`src/design/eiu_pkg.sv`:
```
// shared constants and carriers for the external pin interrupt unit
package eiu_pkg;
   localparam int          EIU_ADDR_W   = 12;
   localparam int          EIU_LINES    = 8;
   // register indices; byte address is four times the index
   localparam logic [9:0]  IDX_FLAGS    = 10'h038;
   localparam logic [9:0]  IDX_MASK     = 10'h039;
   localparam logic [9:0]  IDX_SENSE_HI = 10'h03a;
   localparam logic [9:0]  IDX_SENSE_LO = 10'h06a;
   localparam logic [7:0]  RST_FLAGS    = 8'h00;
   localparam logic [7:0]  RST_MASK     = 8'h00;
   localparam logic [7:0]  RST_SENSE    = 8'h00;
   // sense field codes, two bits per line, line n at bits 2n+1:2n
   localparam logic [1:0]  SENSE_LEVEL  = 2'h0;
   localparam logic [1:0]  SENSE_CHANGE = 2'h1;
   localparam logic [1:0]  SENSE_FALL   = 2'h2;
   localparam logic [1:0]  SENSE_RISE   = 2'h3;
   localparam int          SENSE_W      = 2;
   localparam int          FIRST_UPPER  = 4;
   // timing
   localparam int          CLK_PERIOD_NS = 50;
   localparam int          PULSE_MIN_NS  = 50;
   localparam int          PULSE_MIN_CYC =
      (PULSE_MIN_NS + CLK_PERIOD_NS - 1) / CLK_PERIOD_NS;
   localparam int          APB_WAIT_CYC  = 1;

   typedef struct packed {
      logic                  psel;
      logic                  penable;
      logic                  pwrite;
      logic [EIU_ADDR_W-1:0] paddr;
      logic [31:0]           pwdata;
   } eiu_apb_req_t;

   typedef struct packed {
      logic                  pready;
      logic [31:0]           prdata;
      logic                  pslverr;
   } eiu_apb_rsp_t;
endpackage

```
`src/design/eiu_ext_irq.sv`:
```
// external pin interrupt unit: eight lines, APB registers, one irq
// Function
// - lines 0-3 sense: 00 low level, 01 reserved, 10 falling, 11 rising
// - lines 4-7 sense: 00 low level, 01 any change, 10 fall, 11 rise
// - request reaches core only with line enable and global enable set
// - lines 0-3 catch edges on pulses of 50 ns or more
// - lines 4-7 sample pins; pulses over one clock always request
// - level mode requests continuously while the pin stays low
// - detection uses pin level even when pin is an output
// - edge or change sets the line's request flag
// - flag clears when the core takes that line's vector
// - writing one clears a flag; writing zero leaves it
// - level-sensed lines keep their flag at zero always
// - sleep with lines 0-3 disabled clamps inputs; may set flags
// - sense change while enabled may request; not suppressed
// - registers reset to zero; legacy mode hides lower sense register
// - all lines need clock, level mode and lines 0-3 included; none detect without it
`timescale 1ns/100ps
module eiu_ext_irq
   import eiu_pkg::*;
#(
   parameter int LINES = EIU_LINES // lines served; only eight fit the map
)
(
   input  wire logic         i_clock,             // 20 MHz clock
   input  wire logic         i_reset,             // sync, active high
   input  wire eiu_apb_req_t i_apb,               // apb request
   output eiu_apb_rsp_t      o_apb,               // apb response
   input  wire logic [7:0]   i_ext_irq_pins,      // interrupt pins
   input  wire logic         i_global_irq_enable, // core global enable
   input  wire logic         i_vector_taken,      // core takes a vector
   input  wire logic [2:0]   i_vector_line,       // line of that vector
   input  wire logic         i_sleep,             // deep sleep active
   input  wire logic         i_compat_mode,       // legacy mode strap
   output logic [7:0]        o_line_request,      // per-line request
   output logic              o_irq                // request to core
);

   // register map and pin bus are fixed at eight lines
   if (LINES != 8 || PULSE_MIN_CYC < 1) begin : g_cfg_check
      $error("eiu_ext_irq: unsupported configuration");
   end

   // one-hot select {lower sense, upper sense, mask, flags}
   function automatic logic [3:0] eiu_decode(
      input logic [EIU_ADDR_W-1:0] a
   );
      logic [9:0] idx;
      idx = a[EIU_ADDR_W-1:2];
      eiu_decode = {idx == IDX_SENSE_LO, idx == IDX_SENSE_HI,
                    idx == IDX_MASK, idx == IDX_FLAGS};
   endfunction

   function automatic logic [1:0] eiu_sense_of(
      input logic [15:0] s,
      input int          n
   );
      eiu_sense_of = s[SENSE_W*n +: SENSE_W];
   endfunction

   // edge or change hit between two successive samples
   function automatic logic eiu_hit(
      input logic [1:0] s,
      input logic       upper,
      input logic       cur,
      input logic       prev
   );
      logic h;
      h = 1'b0;
      unique case (s)
         SENSE_LEVEL:  h = 1'b0;
         SENSE_CHANGE: h = upper & (cur ^ prev);
         SENSE_FALL:   h = prev & ~cur;
         SENSE_RISE:   h = ~prev & cur;
      endcase
      eiu_hit = h;
   endfunction

   logic [7:0]  flags_q;
   logic [7:0]  flags_d;
   logic [7:0]  mask_q;
   logic [7:0]  sense_hi_q;
   logic [7:0]  sense_lo_q;
   logic [7:0]  sync1_q;
   logic [7:0]  sync2_q;
   logic [7:0]  prev_q;
   logic [7:0]  pin_eff;
   logic [7:0]  level_mask;
   logic [7:0]  hit_mask;
   logic [7:0]  set_mask;
   logic [7:0]  clr_mask;
   logic [7:0]  req_d;
   logic [15:0] sense_all;
   logic [3:0]  sel;
   logic        access;
   logic        take;
   logic        commit_wr;
   logic        wr_flags;
   logic        wr_lo_ok;
   logic [7:0]  wdata;
   logic [7:0]  rdata;

   // apb decode
   assign access    = i_apb.psel & i_apb.penable;
   assign take      = access & ~o_apb.pready;
   assign commit_wr = access & o_apb.pready & i_apb.pwrite;
   assign sel       = eiu_decode(i_apb.paddr);
   assign wdata     = i_apb.pwdata[7:0];
   assign wr_flags  = commit_wr & sel[0];
   assign wr_lo_ok  = commit_wr & sel[3] & ~i_compat_mode;

   always_comb begin
      rdata = 8'h00;
      unique case (1'b1)
         sel[0]: rdata = flags_q;
         sel[1]: rdata = mask_q;
         sel[2]: rdata = sense_hi_q;
         sel[3]: rdata = i_compat_mode ? 8'h00 : sense_lo_q;
         default: rdata = 8'h00;
      endcase
   end

   // one wait state, then pready for one cycle
   // registered answer costs a cycle but keeps outputs on flops
   always_ff @(posedge i_clock) begin
      if (i_reset) begin
         o_apb <= '0;
      end else begin
         o_apb.pready  <= take;
         o_apb.pslverr <= take & ~(|sel);
         o_apb.prdata  <= (take & ~i_apb.pwrite) ? {24'h000000, rdata}
                                                  : 32'h00000000;
      end
   end

   always_ff @(posedge i_clock) begin
      if (i_reset) begin
         mask_q     <= RST_MASK;
         sense_hi_q <= RST_SENSE;
         sense_lo_q <= RST_SENSE;
      end else begin
         if (commit_wr & sel[1]) begin
            mask_q <= wdata;
         end
         if (commit_wr & sel[2]) begin
            sense_hi_q <= wdata;
         end
         if (wr_lo_ok) begin
            sense_lo_q <= wdata;
         end
      end
   end

   // sleep clamps disabled low lines to zero
   // clamp before the synchronizer so its fall looks like a pin edge
   assign pin_eff = i_ext_irq_pins &
                    ~{4'h0, {4{i_sleep}} & ~mask_q[3:0]};

   // pin level used regardless of direction
   // two-stage synchronizer then one more sample
   // every line needs the clock here; no clockless wake path
   always_ff @(posedge i_clock) begin
      if (i_reset) begin
         sync1_q <= 8'hff;
         sync2_q <= 8'hff;
         prev_q  <= 8'hff;
      end else begin
         sync1_q <= pin_eff;
         sync2_q <= sync1_q;
         prev_q  <= sync2_q;
      end
   end

   assign sense_all = {sense_hi_q, sense_lo_q};

   // low lines sampled too: 50 ns equals one clock here
   // pulse over one period lands in a sample
   always_comb begin
      level_mask = 8'h00;
      hit_mask   = 8'h00;
      for (int n = 0; n < EIU_LINES; n++) begin
         level_mask[n] = (eiu_sense_of(sense_all, n) == SENSE_LEVEL);
         hit_mask[n]   = eiu_hit(eiu_sense_of(sense_all, n),
                                 n >= FIRST_UPPER,
                                 sync2_q[n], prev_q[n]);
      end
   end

   assign set_mask = hit_mask & ~level_mask;
   assign clr_mask = (wr_flags ? wdata : 8'h00) |
                     (i_vector_taken ? 8'(8'h01 << i_vector_line)
                                     : 8'h00);

   // set wins over clear; level lines forced zero
   // level keeps flag zero
   assign flags_d = ((flags_q & ~clr_mask) | set_mask) & ~level_mask;

   always_ff @(posedge i_clock) begin
      if (i_reset) begin
         flags_q <= RST_FLAGS;
      end else begin
         flags_d_apply: flags_q <= flags_d;
      end
   end

   // request: flag or low level, gated by enable
   always_comb begin
      for (int n = 0; n < EIU_LINES; n++) begin
         req_d[n] = mask_q[n] &
                    (level_mask[n] ? ~sync2_q[n] : flags_q[n]);
      end
   end

   always_ff @(posedge i_clock) begin
      if (i_reset) begin
         o_line_request <= 8'h00;
         o_irq          <= 1'b0;
      end else begin
         o_line_request <= req_d;
         o_irq          <= i_global_irq_enable & (|req_d);
      end
   end
endmodule

```
`config.mk`:
```
export PLATFORM = sky130hd
export DESIGN_NAME = eiu_ext_irq
export DESIGN_NICKNAME = d
export VERILOG_FILES = /design/src/design/eiu_pkg.sv /design/src/design/eiu_ext_irq.sv
export SDC_FILE = /design/constraint.sdc
export NUM_CORES = 1
export LEC_CHECK = 0
export BUFFER_PORTS_ARGS = -buffer_cell sky130_fd_sc_hd__buf_2
export CAP_MARGIN = 10
export CORE_ASPECT_RATIO = 1.2
export CORE_MARGIN = 4
export CORE_UTILIZATION = 51
export DETAILED_ROUTE_END_ITERATION = 10
export PLACE_DENSITY = 0.83
export SLEW_MARGIN = 0
export SYNTH_ARGS = -nofsm -noshare
export SYNTH_HDL_FRONTEND = slang
export SYNTH_SLANG_ARGS = --single-unit
```
`constraint.sdc`:
```
create_clock -name i_clock -period 1.77 [get_ports i_clock]
set_clock_uncertainty 0.15 [all_clocks]
set_input_delay 0.177 -clock i_clock [delete_from_list [all_inputs] [get_ports i_clock]]
set_output_delay 0.177 -clock i_clock [all_outputs]
set_load 0.02 [all_outputs]
```
==> metrics.md <==
| Metric | Value |
|---|---|
| Status | complete, no violations |
| Clock root cell | clkbuf_8 |
| Die X | 83.88 µm |
| Req. time, crit path | 1.88 ns |
| Final setup viols | 0 |
| Number of flops mapped to enable cells by yosys | 0 |
| Crit path launch type | register |
| Avg Cell Area, Syn | 9.104 µm² |
| Relative slew slack | 59.16% |
| Unrepaired setup endpoints after global routing | no |
| Number of buffers added on ports | 56 |
| Synth unique cells | 43 |
| Peak supply drop | 0.3799 mV |
| Yosys warns | 0 |
| Global-route wire length before repair | 15,350 µm |
| Post-synthesis register bit count | 75 |
| # clock sinks | 75 |
| Power, Total | 3.412 mW |
| DR vias | 3,232 |
| Dpl hpwl | 6924 µm |
| Worst hold-check path type | in -> reg |
| Fmax | 594.9 MHz |
| Drt total wl | 9444 µm |
| # diodes | 0 |
| Period utilization | 94.98% |
| Worst-Margin Slew | 0.6114 ns |
| Htree depth | 3 |
| Initial DRC Count | 304 |
| DRC | 0 |
| Routed WL per cell | 16.54 µm |
| All-Layer GR Usage | 23.30% |
| Min cycle time layout | 1.681 ns |
| Pre-Repair DR Iteration Count | 6 |
| Initial antenna violation count | 0 |
| Die height | 99.05 µm |
| Most common cell after layout, fill and taps aside | dfxtp_1 |
| Synth Flop Type | dfxtp_1 |
| CTS clk-pin slew, worst paths | 0.09 ns |
| Core ar. | 6566 µm² |
| Max FO, Critical Path | 6 |
| Crit-path cells | o311ai_0 -> buf_4 -> nand4_1 -> o211a_1 |
| Routability Congestion | 1.037 |
| Final hold violation count | 0 |
| Final TNS setup | 0 ns |
| Pwr Density | 787.9 nW/µm² |
| Nets | 553 |
| Post-synthesis sequential area ratio | 42.61% |
| CTS resizes | 0 |
| Area grow syn2layout | 22.90% |
| Pin count of the biggest net entering global routing | 37 |
| Leakage | 1.974 nW |
| Max-slew violation count | 0 |
| Fraction of registers with async set/reset | 0% |
| CTS tree | done |
| Share of cells above drive strength 1 | 27.37% |
| Mapped cell area | 3523 µm² |
| Clk buf depth | 2 |
| Number of global-route vias before repair | 3,100 |
| Clock Latency Late Sink | 0.36 ns |
| Antenna viol nets, final | 0 |
| WS Path Type | reg -> reg |
| I/O pin count | 107 |
| Commonest cells after routing, fill and taps aside | dfxtp_1 (75), buf_2 (56), buf_4 (30) |
| Die area | 8308 µm² |
| Arrival time worst endpoint | 1.79 ns |
| Element type at the critical path end | register |
| Vias per Instance | 5.660 |
| Post-Synthesis Cells | 387 |
| Slowest CP cell | o311ai_0 |
| Max incr delay on CP | 0.50 ns |
| Maxcap violations | 0 |
| # rows | 32 |
| Gr ovfl total | 0 |
| Initial Util | 53.66% |
| Cts bufs inserted | 9 |
[cells in the mapped netlist (2+ instances only)]
library cell  count  area [µm²]
nor2_1           29       108.9
a222oi_1          8       80.08
ha_1              8       100.1
and4bb_2          4       50.05
nor4b_1           8       70.07
a211oi_1          4       30.03
o21bai_1          2       15.01
o21ai_0          19       95.09
o31a_1            4       35.03
a21o_1            4       30.03
mux2_2            8       90.09
clkbuf_1         10       37.54
or2_2            12       75.07
nand2_1          24       90.09
clkbuf_2          2       10.01
mux2i_1          17       170.2
o211ai_1         10       75.07
or3b_2            4       35.03
nand3_1           9       45.04
inv_1            21       78.83
buf_2             6       30.03
a22oi_1           4       30.03
nor2b_1           3       18.77
o311ai_0          2       17.52
a21oi_1          16       80.08
nand2b_1          4       25.02
o21a_1            7       52.55
nor3_1           16       80.08
buf_4            24       180.2
nand4_1          11       68.82
dfxtp_1          75        1501
[logic make-up after synthesis]
family,share of synthesized area (%)
AO/OA/AOI/OAI,15.80
adder cells (fa/ha/maj),2.841
buffers and inverters,10.55
flip-flops,42.61
multiplexers,7.386
other,0.1064
AND/OR/NAND/NOR,20.70
[registers in the layout (all words and copies together) (netlist names)]
register / flops
flags_q: 8
mask_q: 8
o_apb: 10
o_irq: 1
o_line_request: 8
prev_q: 8
sense_hi_q: 8
sense_lo_q: 8
sync1_q: 8
sync2_q: 8
[layer usage]
layer  global-route usage [%]  up-vias  part of all wire (%)
met1                    28.93     1461                    39
met4                    14.11        0                   5.2
met3                    4.181       43                   9.8
li1                         -     1524                     -
met2                    37.54      204                    46
met5                        0        -                     0
[cell type report]
cell class / instances / area [µm²]
Clock inverter: 5 / 60.06
Sequential cell: 75 / 1501
Fill cell: 554 / 2236
Clock buffer: 11 / 151.4
Multi-Input combinational cell: 269 / 1737
Timing Repair Buffer: 105 / 695.7
Tap cell: 85 / 106.4
Inverter: 21 / 78.83
[worst max-delay path, delay by kind of cell, from the launching register on]
kind | cells | cell delay (ns)
buf+inv | 1 | 0.22
flops | 1 | 0.39
compound gates | 2 | 0.72
simple gates | 1 | 0.11
[where the power goes]
part           internal [mW]  switching (mW)  total, mW
clock                  0.733           0.658       1.39
sequential              1.71          0.0118       1.72
combinational          0.117           0.180      0.297
[repair_timing]
action,in CTS,in global routing
buffers inserted,0,1
endpoints found under the setup margin,0,3
hold buffers,19,0
endpoints found under the hold margin,31,0
[metrics by stage]
stage / util [%] / area (µm²) / hold slack [ns] / worst slack [ns] / cells
detailed placement: 59.72 / 3921 / 0.2128 / 0.05009 / 535
CTS: 65.83 / 4323 / 0.03190 / 0.1028 / 570
global route: 65.95 / 4330 / 0.08033 / 0.01617 / 571
floorplan: - / 3610 / 0.1308 / 0.1398 / 410
finish: 65.95 / 4330 / 0.04520 / 0.08893 / 571
global placement: 59.72 / 3921 / 0.2100 / 0.09927 / 535
[final timing paths]
check / cells past startpoint / slack [ns] / to / start
hold reg to reg: 1 / 0.26 / sync2_q[7] / sync1_q[7]
setup reg to reg: 4 / 0.09 / o_irq / sense_hi_q[0]
hold / removal: 4 / 0.05 / o_apb[0] / i_apb[45]
setup / recovery: 4 / 0.09 / o_irq / sense_hi_q[0]
Note: power is estimated with default switching activity, not from simulation.
